`src/mbhp_pkg.sv`:
```
package mbhp_pkg;

  // ----------------------------------------------------------------
  // widths
  // ----------------------------------------------------------------
  localparam int IDX_W       = 3;
  localparam int DATA_W      = 8;
  localparam int LOW_W       = 3;
  localparam int HIGH_W      = 5;
  localparam int PIN_W       = 14;
  localparam int SYNC_STAGES = 2;

  // ----------------------------------------------------------------
  // positions inside the synchronised pin word
  // ----------------------------------------------------------------
  localparam int POS_DATA = 0;
  localparam int POS_ADDR = 8;
  localparam int POS_RD   = 11;
  localparam int POS_WR   = 12;
  localparam int POS_CS   = 13;

  // address pin roles in shared-bus operation
  localparam int POS_STRAP = 0;
  localparam int POS_ALE   = 2;

  // ----------------------------------------------------------------
  // reset values
  // ----------------------------------------------------------------
  // pins are pulled up, so the idle bus reads as all ones
  localparam logic [PIN_W-1:0]  PIN_IDLE   = 14'h3FFF;
  localparam logic [IDX_W-1:0]  IDX_RESET  = 3'h0;
  localparam logic [DATA_W-1:0] DATA_RESET = 8'h00;

  // ----------------------------------------------------------------
  // types
  // ----------------------------------------------------------------
  typedef enum logic [2:0] {
    ST_IDLE  = 3'b001,
    ST_READ  = 3'b010,
    ST_WRITE = 3'b100
  } mbhp_state_t;

  typedef enum logic [1:0] {
    BUS_80XX = 2'b01,
    BUS_68XX = 2'b10
  } mbhp_bus_t;

endpackage : mbhp_pkg

```
`src/mbhp_pin_if.sv`:
```
`timescale 1ns/1ns
interface mbhp_pin_if;
  logic [mbhp_pkg::IDX_W-1:0]  addr;
  logic [mbhp_pkg::DATA_W-1:0] data;
  logic                        readStrobeN;
  logic                        storePulseN;
  logic                        chipSelectN;

  modport sync (output addr, output data, output readStrobeN, output storePulseN,
                output chipSelectN);
  modport core (input addr, input data, input readStrobeN, input storePulseN,
                input chipSelectN);
endinterface : mbhp_pin_if

```
`src/mbhp_sync.sv`:
```
`timescale 1ns/1ns
module mbhp_sync #(
  parameter int STAGES = mbhp_pkg::SYNC_STAGES
) (
  // clock and reset
  input  wire logic                       mclk,
  input  wire logic                       resetn,
  // raw host pins
  input  wire logic [mbhp_pkg::PIN_W-1:0] pinRaw,
  // synchronised pins
  mbhp_pin_if.sync                        pins
);

  // ----------------------------------------------------------------
  // elaboration check
  // ----------------------------------------------------------------
  if (STAGES < 2) begin : g_bad_stages
    $error("mbhp_sync needs at least two stages");
  end

  // ----------------------------------------------------------------
  // flip-flop chain
  // ----------------------------------------------------------------
  logic [mbhp_pkg::PIN_W-1:0] stage      [STAGES];
  logic [mbhp_pkg::PIN_W-1:0] next_stage [STAGES];

  always_comb begin
    next_stage[0] = pinRaw;
    for (int i = 1; i < STAGES; i++) begin
      next_stage[i] = stage[i-1];
    end
  end

  always_ff @(posedge mclk or negedge resetn) begin
    if (!resetn) begin
      for (int i = 0; i < STAGES; i++) begin
        stage[i] <= mbhp_pkg::PIN_IDLE;
      end
    end else begin
      stage <= next_stage;
    end
  end

  assign pins.data        = stage[STAGES-1][mbhp_pkg::POS_DATA +: mbhp_pkg::DATA_W];
  assign pins.addr        = stage[STAGES-1][mbhp_pkg::POS_ADDR +: mbhp_pkg::IDX_W];
  assign pins.readStrobeN = stage[STAGES-1][mbhp_pkg::POS_RD];
  assign pins.storePulseN = stage[STAGES-1][mbhp_pkg::POS_WR];
  assign pins.chipSelectN = stage[STAGES-1][mbhp_pkg::POS_CS];

endmodule : mbhp_sync

```
`src/mbhp_host_port.sv`:
```
`timescale 1ns/1ns
module mbhp_host_port (
  // clock and reset
  input  wire logic                        mclk,
  input  wire logic                        resetn,
  // host address pins: bit 0 doubles as strap, bit 2 as address latch
  input  wire logic [mbhp_pkg::IDX_W-1:0]  registerIndex,
  // host data pins
  input  wire logic [mbhp_pkg::LOW_W-1:0]  muxedAddrDataLowIn,
  input  wire logic [mbhp_pkg::HIGH_W-1:0] dataHighBitsIn,
  output logic      [mbhp_pkg::LOW_W-1:0]  muxedAddrDataLowOut,
  output logic      [mbhp_pkg::HIGH_W-1:0] dataHighBitsOut,
  output logic                             dataOeN,
  // host strobes: read pin doubles as data strobe, store pin as direction
  input  wire logic                        readStrobeN,
  input  wire logic                        storePulseN,
  input  wire logic                        chipSelectN,
  // host interrupt
  output logic                             interruptRequestN,
  // core side
  output logic      [mbhp_pkg::IDX_W-1:0]  coreIndex,
  output logic      [mbhp_pkg::DATA_W-1:0] coreWriteData,
  output logic                             coreWritePulse,
  output logic                             coreReadPulse,
  output logic                             coreBusIs68,
  input  wire logic [mbhp_pkg::DATA_W-1:0] coreReadData,
  input  wire logic [mbhp_pkg::DATA_W-1:0] intStatus,
  input  wire logic [mbhp_pkg::DATA_W-1:0] intMask
);

  // ----------------------------------------------------------------
  // elaboration checks
  // ----------------------------------------------------------------
  // shared-bus index rides on the low data lines, so widths must agree
  if (mbhp_pkg::LOW_W != mbhp_pkg::IDX_W) begin : g_bad_low_w
    $error("mbhp_host_port needs low data lines as wide as the index");
  end
  if (mbhp_pkg::LOW_W + mbhp_pkg::HIGH_W != mbhp_pkg::DATA_W) begin : g_bad_data_w
    $error("mbhp_host_port needs low and high lines to fill the data word");
  end

  // ----------------------------------------------------------------
  // pin synchroniser
  // ----------------------------------------------------------------
  mbhp_pin_if pins ();

  mbhp_sync #(
    .STAGES (mbhp_pkg::SYNC_STAGES)
  ) u_sync (
    .mclk   (mclk),
    .resetn (resetn),
    .pinRaw ({chipSelectN, storePulseN, readStrobeN, registerIndex,
              dataHighBitsIn, muxedAddrDataLowIn}),
    .pins   (pins.sync)
  );

  // ----------------------------------------------------------------
  // state
  // ----------------------------------------------------------------
  mbhp_pkg::mbhp_state_t         state;
  mbhp_pkg::mbhp_state_t         next_state;
  mbhp_pkg::mbhp_bus_t           busType;
  mbhp_pkg::mbhp_bus_t           next_busType;
  logic [mbhp_pkg::IDX_W-1:0]    latchIdx;
  logic [mbhp_pkg::IDX_W-1:0]    next_latchIdx;
  logic [mbhp_pkg::IDX_W-1:0]    next_coreIndex;
  logic [mbhp_pkg::DATA_W-1:0]   next_coreWriteData;
  logic                          next_coreWritePulse;
  logic                          next_coreReadPulse;
  logic [mbhp_pkg::DATA_W-1:0]   dataOut;
  logic [mbhp_pkg::DATA_W-1:0]   next_dataOut;
  logic                          next_dataOeN;
  logic                          next_interruptRequestN;

  // ----------------------------------------------------------------
  // bus decode
  // ----------------------------------------------------------------
  logic                       selected;
  logic                       muxed;
  logic                       aleHigh;
  logic                       bothLow;
  logic                       isBus68;
  logic                       readReq;
  logic                       writeCond;
  logic [mbhp_pkg::IDX_W-1:0] liveIdx;

  assign selected = !pins.chipSelectN;
  assign muxed    = !pins.addr[mbhp_pkg::POS_STRAP];
  assign aleHigh  = pins.addr[mbhp_pkg::POS_ALE];
  assign bothLow  = !pins.readStrobeN && !pins.storePulseN;
  // both strobes low only happens on a 68xx write
  assign isBus68  = (busType == mbhp_pkg::BUS_68XX) || bothLow;
  // read looks the same in both styles: low strobe, other pin high
  assign readReq  = selected && !pins.readStrobeN && pins.storePulseN;
  // write window depends on the strobe style
  assign writeCond = selected &&
                     (isBus68 ? bothLow : (pins.readStrobeN && !pins.storePulseN));
  // index from pins or from the latched low data lines
  assign liveIdx  = muxed ? latchIdx : pins.addr;

  // ----------------------------------------------------------------
  // next-state logic
  // ----------------------------------------------------------------
  always_comb begin
    next_state          = state;
    next_busType        = busType;
    next_latchIdx       = latchIdx;
    next_coreIndex      = coreIndex;
    next_coreWriteData  = coreWriteData;
    next_coreWritePulse = 1'b0;
    next_coreReadPulse  = 1'b0;
    next_dataOut        = dataOut;
    // sticky once a 68xx write has been seen
    if (selected && bothLow) begin
      next_busType = mbhp_pkg::BUS_68XX;
    end
    // transparent latch while the latch strobe is high
    if (muxed && aleHigh) begin
      next_latchIdx = pins.data[mbhp_pkg::IDX_W-1:0];
    end
    unique case (state)
      mbhp_pkg::ST_IDLE: begin
        if (readReq) begin
          next_state         = mbhp_pkg::ST_READ;
          next_coreIndex     = liveIdx;
          next_coreReadPulse = 1'b1;
        end else if (writeCond) begin
          next_state         = mbhp_pkg::ST_WRITE;
          next_coreIndex     = liveIdx;
          next_coreWriteData = pins.data;
        end
      end
      mbhp_pkg::ST_READ: begin
        next_dataOut = coreReadData;
        if (!readReq) begin
          next_state = mbhp_pkg::ST_IDLE;
        end
      end
      mbhp_pkg::ST_WRITE: begin
        if (writeCond) begin
          // all eight lines are data here
          next_coreWriteData = pins.data;
        end else begin
          next_state = mbhp_pkg::ST_IDLE;
          // chip select lost mid-write drops the write
          next_coreWritePulse = selected;
        end
      end
    endcase
  end

  // drive only during a selected read, once data are valid
  assign next_dataOeN = !((state == mbhp_pkg::ST_READ) && readReq);

  // masked status decode, shared by the output and its checks
  function automatic logic anyEnabled(input logic [mbhp_pkg::DATA_W-1:0] status,
                                      input logic [mbhp_pkg::DATA_W-1:0] mask);
    return |(status & mask);
  endfunction : anyEnabled

  // level of masked status, no latching here
  assign next_interruptRequestN = !anyEnabled(intStatus, intMask);

  // ----------------------------------------------------------------
  // registers
  // ----------------------------------------------------------------
  // reset input clears all port state
  always_ff @(posedge mclk or negedge resetn) begin
    if (!resetn) begin
      state             <= mbhp_pkg::ST_IDLE;
      busType           <= mbhp_pkg::BUS_80XX;
      latchIdx          <= mbhp_pkg::IDX_RESET;
      coreIndex         <= mbhp_pkg::IDX_RESET;
      coreWriteData     <= mbhp_pkg::DATA_RESET;
      coreWritePulse    <= 1'b0;
      coreReadPulse     <= 1'b0;
      dataOut           <= mbhp_pkg::DATA_RESET;
      dataOeN           <= 1'b1;
      interruptRequestN <= 1'b1;
    end else begin
      state             <= next_state;
      busType           <= next_busType;
      latchIdx          <= next_latchIdx;
      coreIndex         <= next_coreIndex;
      coreWriteData     <= next_coreWriteData;
      coreWritePulse    <= next_coreWritePulse;
      coreReadPulse     <= next_coreReadPulse;
      dataOut           <= next_dataOut;
      dataOeN           <= next_dataOeN;
      interruptRequestN <= next_interruptRequestN;
    end
  end

  assign muxedAddrDataLowOut = dataOut[mbhp_pkg::LOW_W-1:0];
  assign dataHighBitsOut     = dataOut[mbhp_pkg::DATA_W-1:mbhp_pkg::LOW_W];
  assign coreBusIs68         = busType[1];
endmodule : mbhp_host_port

```
`config.mk`:
```
export PLATFORM = sky130hd
export DESIGN_NAME = mbhp_host_port
export DESIGN_NICKNAME = d
export VERILOG_FILES = /design/src/mbhp_pkg.sv /design/src/mbhp_pin_if.sv /design/src/mbhp_sync.sv /design/src/mbhp_host_port.sv
export SDC_FILE = /design/constraint.sdc
export NUM_CORES = 1
export LEC_CHECK = 0
export BUFFER_PORTS_ARGS = -buffer_cell sky130_fd_sc_hd__buf_2
export CORE_ASPECT_RATIO = 1.5
export CORE_UTILIZATION = 44
export DETAILED_ROUTE_END_ITERATION = 16
export HOLD_SLACK_MARGIN = 0.1
export PLACE_DENSITY = 0.76
export SLEW_MARGIN = 5
export SYNTH_ARGS = -nofsm -noshare
export SYNTH_HDL_FRONTEND = slang
export SYNTH_SLANG_ARGS = --single-unit
```
`constraint.sdc`:
```
create_clock -name mclk -period 1.7 [get_ports mclk]
set_input_delay 0.17 -clock mclk [delete_from_list [all_inputs] [get_ports mclk]]
set_output_delay 0.17 -clock mclk [all_outputs]
set_load 0.1 [all_outputs]
```
**Yosys cells after proc, flatten, opt, wreduce, memory -nomap -nowiden**

Index checks and enable logic that the tools add are counted.

- Logic and storage cells: 58
- Flip-flop bits (word level): 59

- Reductions and logical operators: 21
- Equality and inequality tests: 8
- Multiplexer cells: 16
- Bitwise gates (word level): 1

Operators by type and width:

| cell | count |
|---|---|
| two-way mux 3 bit | 7 |
| two-way mux 8 bit | 2 |
| case mux 8 bit (2 select lines) | 1 |
| case mux 3 bit (3 select lines) | 1 |
| AND 8 bit | 1 |
| logical AND 1 bit | 8 |
| OR reduction 8 bit | 1 |
| zero test 1 bit | 6 |
| inequality test 2 bit (second input constant) | 3 |
| two-way mux 1 bit | 5 |
| AND reduction 2 bit | 2 |
| nonzero test 2 bit | 2 |
| equality test 3 x 1 -> 1 bit (second input constant) | 1 |
| equality test 3 x 2 -> 1 bit (second input constant) | 1 |
| equality test 3 bit (second input constant) | 1 |
| inequality test 3 bit (second input constant) | 1 |
| AND reduction 3 bit | 1 |
| equality test 2 bit (second input constant) | 1 |
| logical OR 1 bit | 1 |

**Logic depth before layout (Yosys ltp)**

Gate-level depths: netlist (run 1).

- Word-level depth: 8
- Mapped depth: 4

**By module**

A second synthesis (run 1) with hierarchy kept.

- Cell total of the unflattened synthesis: 120
- Area total of the unflattened synthesis: 2018.2 µm²

Modules (own cells, without submodules):

| module | cells an instance | area an instance (µm²) | instances |
|---|---|---|---|
| mbhp_host_port | 92 | 1282.5 | 1 |
| mbhp_sync | 28 | 735.7 | 1 |

**Worst setup path before layout (run 1)**

Ideal clock, no wire load.

- Path kind: reg-to-reg
- Start point: register busType[1]
- End point: register coreWriteData[0] (netlist name)
- Path buffers: 0
- Cell stages (with the launch flop): 5
- Path slack: -531 ps
- Data arrival time: 2106 ps
- Required time: 1575 ps
- Clock period less this slack: 2231 ps
- Library setup time: 125 ps
- Cells stage by stage: dfrtp_1 and3b_1 or3_4 nor3_4 mux2_2

- Word-level cells in the longest chain between the ends: 7

RTL lines:

| item | line | source |
|---|---|---|
| start, declared | mbhp_host_port.sv:62 | `mbhp_pkg::mbhp_bus_t busType;` |
| start signal, assigned | mbhp_host_port.sv:171 | `busType <= mbhp_pkg::BUS_80XX;` |
| start signal, assigned | mbhp_host_port.sv:182 | `busType <= next_busType;` |
| equality test 2 bit (*) | mbhp_host_port.sv:92 | `assign isBus68 = (busType == mbhp_pkg::BUS_68XX) \|\| bothLow;` |
| logical OR 1 bit (*) | mbhp_host_port.sv:92 |  |
| two-way mux 1 bit (*) | mbhp_host_port.sv:97 | `(isBus68 ? bothLow : (pins.readStrobeN && !pins.storePulseN));` |
| logical AND 1 bit (*) | mbhp_host_port.sv:96 | `assign writeCond = selected &&` |
| two-way mux 8 bit (*) | -- |  |
| two-way mux 8 bit | -- |  |
| case mux 8 bit (2 select lines) (*) | -- |  |
| end signal, assigned | mbhp_host_port.sv:174 | `coreWriteData <= mbhp_pkg::DATA_RESET;` |
| end signal, assigned | mbhp_host_port.sv:185 | `coreWriteData <= next_coreWriteData;` |
| end, declared | mbhp_host_port.sv:22 | `output logic [mbhp_pkg::DATA_W-1:0] coreWriteData,` |

Every way passes the cells marked *; elsewhere a longest branch is shown, timed or not. The select of a mux whose other input is x is not followed.
A chain may end at the register's enable or synchronous reset.

**Worst setup path after layout (run 1)**

- Start point: register busType[0]
- End point: register coreWriteData[0] (netlist name)

Same word-level chain as after synthesis.

==> flow_metrics.tcl, run 1 <==
set metrics [dict create \
    wirelength_mm 3.939 \
    min_to "interruptRequestN$_DFF_PN1_" \
    r2r_start "busType[0]$_DFFE_PN1P_" \
    worstMarginPinSlew_ns 0.4916 \
    dpl-instance-area_um2 2452 \
    syn_area_um2 2018 \
    drt-initial-drc-count 30 \
    slew-limit-headroom_pct 67.45 \
    maxSlewViolCount 0 \
    cts_tree "built" \
    clockBufferDepth 2 \
    syn-num-nets 160 \
    cts_sinks 59 \
    synth_edf_count 0 \
    synth_area_leaders "dfstp_2, dfrtp_1, mux2_2" \
    run_status "finished with violations" \
    timing.rr.end "coreWriteData[0]$_DFFE_PN0P_" \
    io_pins 64 \
    ys_ff_latch 59 \
    max_freq_mhz 548.6 \
    drc 0 \
    cts_buffers 9 \
    core_area_um2 4318 \
    hold_viol_final 0 \
    final_antenna_net_count 0 \
    violations "negative setup slack" \
    stdcell_area_um2 2892 \
    n_antenna_cell 0 \
    r2r_slack_ns -0.12 \
    p_sw_share_pct 48.28 \
    async_flop_share_pct 100.0 \
    reg2reg_depth 5 \
    die_y_um 84.95 \
    synth_cells 120 \
    startpoint_type "flip-flop" \
    required_ns 1.91 \
    power_frac_comb_pct 45.3 \
    p_switching_mw 2.786 \
    fp-row-count 29 \
    dp_hpwl_mm 2.562 \
    wl_per_cell_um 14.43 \
    synth_top_area_share_pct 41.66 \
    p_leak_nw 1.341 \
    h-tree-depth 3 \
    grt_pass1_wl_mm 6.375 \
    critPathLaunch "busType[0]$_DFFE_PN1P_" \
    firstDrtPassIters 4 \
    start_util_pct 46.74 \
    clkPwrFrac_pct 21.3 \
    fin_setup_tns_ns -0.9184 \
    cp_max_fo 8 \
    path_class "flip-flop to flip-flop" \
    yosysTopAreaCell "dfstp_2" \
    avgSynthCellArea_um2 16.82 \
    hp-class "primary input to flip-flop" \
    nNetsFinal 262 \
    ys_types 26 \
    vias 1360 \
    area_growth_pct 43.27 \
    finalCritPeriodShare_pct 107.2 \
    cp.arrival_ns 2.04 \
    grt_max_degree 60 \
    timing.final.ws_setup_ns -0.1228 \
    skew_ns 0.007537 \
    clk_latency_ns 0.33 \
    die-area_um2 4867 \
    die_w_um 57.30 \
    vdd.ir_drop.worst_uv 1403 \
    grt_overflow 0 \
    routed_via_density 4.982 \
    setup_viol 9 \
    grt_pass1_vias 1466 \
    gp_congestion 0.8399 \
    synthFlopType "dfstp_2" \
    hold_depth 3 \
    cap_violations 0 \
    port-buffer-count 63 \
    rsz0062_at_grt "yes" \
    crit_path_end_kind "flip-flop" \
    yosysWarnings 0 \
    drive_gt1_share_pct 63.00 \
    path_clk_slew_ns 0.07 \
    power_frac_seq_pct 33.4 \
    grt_usage_pct 18.23 \
    seq_area_frac_synth_pct 75.14 \
    hold_start "intStatus[6]" \
    antenna_found_initial 0 \
    intPower_mw 2.984 \
    cts_root_buf "clkbuf_8" \
    powerDensity_nw_per_um2 1995 \
    period_minus_slack_ns 1.823 \
]
## flip-flops by register name (all words and copies together), names as in the netlist
signal,flops
busType,2
coreWritePulse,1
u_sync.pins.addr,3
coreWriteData,8
u_sync.pins.readStrobeN,1
u_sync.pins.storePulseN,1
coreReadPulse,1
dataOeN,1
state,3
coreIndex,3
interruptRequestN,1
u_sync.next_stage,14
dataOut,8
u_sync.pins.chipSelectN,1
latchIdx,3
u_sync.pins.data,8
## routing by layer
layer / global-route usage [%] / vias up / wire, um
met2: 30.27 / 65 / 2114
li1: - / 622 / -
met4: 12.64 / 0 / 136
met1: 18.93 / 660 / 1467
met3: 6.402 / 13 / 221
met5: 0 / - / 0
## how the worst max path moves through the flow
stage | end | slack (ns) | depth (start not counted)
2_1_floorplan | coreWriteData[0]$_DFFE_PN0P_ | -0.29 | 4
3_3_place_gp | coreWriteData[3]$_DFFE_PN0P_ | -0.12 | 5
3_5_place_dp | coreWriteData[5]$_DFFE_PN0P_ | -0.16 | 5
4_1_cts | coreWriteData[0]$_DFFE_PN0P_ | -0.12 | 5
5_1_grt | coreWriteData[0]$_DFFE_PN0P_ | -0.19 | 5
6_report | coreWriteData[0]$_DFFE_PN0P_ | -0.12 | 5
## power groups by stage
stage | combinational [mW] | sequential (mW) | clock (mW)
after floorplan | 0.387 | 3.64 | 0
after global placement | 2.51 | 1.92 | 0
after detailed placement | 2.56 | 1.95 | 0
after CTS | 2.63 | 1.93 | 1.26
after global routing | 2.69 | 1.96 | 1.34
final | 2.62 | 1.92 | 1.23
## metrics by stage
step | util, % | total power [mW] | setup slack [ns] | hold slack (ns) | instances
after floorplan | - | 4.031 | -0.2869 | -0.1256 | 120
after global placement | 56.80 | 4.432 | -0.1213 | 0.1820 | 233
after detailed placement | 56.80 | 4.509 | -0.1648 | 0.1911 | 233
after CTS | 66.79 | 5.816 | -0.1234 | 0.1109 | 272
after global routing | 66.97 | 5.995 | -0.1899 | 0.1115 | 273
final | 66.97 | 5.769 | -0.1228 | 0.1252 | 273
## cell type report
type	count	area, um^2
inverters	1	3.754
well taps	46	57.56
fillers	298	1426
repair buffers	92	615.6
clock buffers	11	141.4
flip-flops and latches	59	1520
multi-input cells	59	500.5
clock inverters	5	52.55
## timing repair
item / CTS / global route
buffers inserted: 0 / 1
hold buffers: 23 / 0
pin swaps: 1 / 0
gates resized for setup: 2 / 0
endpoints found under the hold margin: 50 / 0
setup endpoints to repair: 9 / 9
## synth_stat cells, drive strengths merged (2+ instances only)
cell / instances
nor2b: 2
mux2: 23
nand2: 3
and2: 2
dfstp: 32
nor2: 7
a22oi: 4
dfrtp: 27
nor3: 4
## critical path: stages, from the launching register on
cell	delay, ns
dfstp_2	0.53
and3b_1	0.19
or3_4	0.35
nor3_4	0.15
buf_12	0.15
mux2_2	0.33
## cells by family (layout without fill, tap and decap cells)
kind of cell / after synthesis / count (layout) / share of synthesized area (%)
buffers and inverters: 2 / 109 / 0.4336
flip-flops: 59 / 59 / 75.14
AO/OA/AOI/OAI: 7 / 7 / 2.604
AND/OR/NAND/NOR: 27 / 27 / 8.060
XOR/XNOR: 1 / 1 / 0.4341
multiplexers: 24 / 24 / 13.33
## layout by cell type (no fill, tap or decap), drive strengths merged
master	count
and2b	1
xnor2	1
dfstp	32
or3	1
and3	1
and2	2
nor3b	1
inv	1
nor2b	2
nand2	3
nor3	4
and4	1
clkbuf	11
nor2	7
mux2i	1
clkinv	3
dlygate4sd3	23
bufinv	1
a221o	1
a22oi	4
dfrtp	27
a21boi	1
or2	1
and3b	1
o21ai	1
nand3	1
clkinvlp	1
mux2	23
buf	69
nand3b	1
Power figures use the tool's default switching activity.
==> run 2: changes to the inputs <==
Settings changed: CELL_PAD_IN_SITES_DETAIL_PLACEMENT set to 0, CELL_PAD_IN_SITES_GLOBAL_PLACEMENT set to 1, CORE_UTILIZATION 44 to 36, PLACE_DENSITY 0.76 to unset, PLACE_DENSITY_LB_ADDON set to 0.05.
==> run 2 against run 1 <==
The run still ends with negative setup slack left. Global-route usage decreased by 4.3 points. Non-clock buffer count increased by 1. Combinational power about the same. Sequential power about the same. Critical path type unchanged. Largest power group unchanged. Highest routed layer unchanged.
==> flow_metrics.tcl, run 2 (synthesized netlist as in run 1, its figures left out) <==
set metrics [dict create \
    start_util_pct 37.03 \
    gp_congestion 0.7277 \
    clockBufferDepth 2 \
    h-tree-depth 3 \
    drc 0 \
    largest_register_ffs 14 \
    cts_buffers 9 \
    grt_pass1_vias 1354 \
    wl_per_cell_um 12.22 \
    mostFrequentLayoutCells "buf_2, dfstp_2, dfrtp_1" \
    drive_gt1_share_pct 62.28 \
    max_freq_mhz 549.8 \
    crit_path_end_kind "flip-flop" \
    slew-limit-headroom_pct 67.44 \
    register_area_um2 1520 \
    fillers 495 \
    cts_tree "built" \
    required_ns 1.91 \
    timing.rr.end "coreWriteData[2]$_DFFE_PN0P_" \
    cp.arrival_ns 2.03 \
    violations "negative setup slack" \
    core_area_um2 5450 \
    powerDensity_nw_per_um2 1930 \
    rsz0062_at_grt "yes" \
    grt_usage_pct 13.96 \
    nNetsFinal 263 \
    final_common_cell "buf_2" \
    reg2reg_depth 5 \
    max_stage_delay_ns 0.52 \
    vias 1306 \
    run_status "finished with violations" \
    die-area_um2 5916 \
    cap_violations 0 \
    vdd.ir_drop.worst_uv 1215 \
    finalCritPeriodShare_pct 107.0 \
    n_antenna_cell 0 \
    r2r_start "busType[0]$_DFFE_PN1P_" \
    fp-row-count 33 \
    cp-endpoint "coreWriteData[2]$_DFFE_PN0P_" \
    grt_max_degree 60 \
    grt_pass1_wl_mm 5.934 \
    dp_cells 258 \
    cts_root_buf "clkbuf_8" \
    startpoint_type "flip-flop" \
    period_minus_slack_ns 1.819 \
    critPathLaunch "busType[0]$_DFFE_PN1P_" \
    cts_sinks 59 \
    path_class "flip-flop to flip-flop" \
    timing.final.ws_setup_ns -0.1188 \
    die_y_um 93.70 \
    antenna_found_initial 0 \
    maxSlewViolCount 0 \
    p_leak_nw 1.345 \
    io_pins 64 \
    routed_via_density 4.383 \
    final_antenna_net_count 0 \
    path_clk_slew_ns 0.06 \
    die_w_um 63.14 \
    area_growth_pct 44.45 \
    clk_latency_ns 0.33 \
    final_core_util_pct 53.49 \
    firstDrtPassIters 4 \
    cp_max_fo 8 \
    hp-class "primary input to flip-flop" \
    worstMarginPinSlew_ns 0.4917 \
    dp_hpwl_mm 2.345 \
    preCtsSetupSlack_ns -0.1744 \
    skew_ns 0.007025 \
    grt_overflow 0 \
    setup_viol 8 \
    wirelength_mm 3.643 \
    drt-initial-drc-count 19 \
    path_cells "and3b_1 > or3_4 > nor3_4 > buf_12 > mux2_2" \
    cp_slowest_cell "dfstp_2" \
    hold_viol_final 0 \
    multiInputGateArea_um2 508.0 \
    port-buffer-count 63 \
    fin_cells 298 \
    r2r_slack_ns -0.12 \
]
==> run 2: cell types whose count changed in the layout (fill, tap and decap cells not counted), sizes merged <==
cell / delta
clkbuf: +3
buf: +1
bufinv: -1
clkinv: -1
clkinvlp: -1
==> run 2: routing by layer <==
layer  up-vias  wire length (um)  global-route usage [%]
met5         -                 0                       0
met4         0               124                   9.884
met3        12               195                   5.825
met2        45              1862                   22.49
met1       629              1460                   14.54
li1        620                 -                       -
==> run 2: layout make-up <==
class | count | area share, %
inverters | 1 | 0.1288
clock inverters | 2 | 0.3433
flip-flops and latches | 59 | 52.15
well taps | 70 | 3.004
repair buffers | 93 | 21.37
clock buffers | 14 | 5.579
multi-input cells | 59 | 17.42
==> run 2: through the flow <==
stage	hold slack [ns]	setup TNS, ns	cell area, um^2	power [mW]
CTS	0.1026	-1.053	2900	5.675
global route	0.1255	-1.170	2915	5.873
detailed placement	0.1945	-1.367	2490	4.485
global placement	0.1907	-1.238	2490	4.462
floorplan	-0.1256	-2.295	2022	4.031
finish	0.1249	-0.8191	2915	5.628
==> run 2: worst min path at each step <==
stage | startpoint | end | slack [ns] | cells past startpoint
after global placement | resetn | dataOut[3]$_DFFE_PN0N_ | 0.19 | 2
after floorplan | resetn | coreIndex[0]$_DFFE_PN0P_ | -0.13 | 0
final | intMask[6] | interruptRequestN$_DFF_PN1_ | 0.12 | 3
after CTS | intMask[6] | interruptRequestN$_DFF_PN1_ | 0.10 | 3
after detailed placement | resetn | dataOut[3]$_DFFE_PN0N_ | 0.19 | 2
after global routing | intStatus[6] | interruptRequestN$_DFF_PN1_ | 0.13 | 3
==> run 2: power breakdown <==
group	leakage, nW	total, mW	switching [mW]	internal [mW]
clock network	0.0905	1.09	0.488	0.605
registers	0.664	1.92	0.173	1.75
logic	0.591	2.61	2.07	0.541
total	1.35	5.63	2.73	2.89
==> run 2: timing repair <==
item | 4_1_cts | 5_1_grt
gates resized for setup | 2 | 2
endpoints found under the hold margin | 53 | 0
pin swaps | 1 | 0
setup buffers | 0 | 1
setup endpoints to repair | 8 | 8
hold buffers | 23 | 0
==> run 2: worst max-delay path, delay by kind of cell, from the launching register on <==
family | cells | cell delay (ns)
AND/OR/NAND/NOR | 3 | 0.71
flip-flops | 1 | 0.52
multiplexers | 1 | 0.32
buffers and inverters | 1 | 0.15
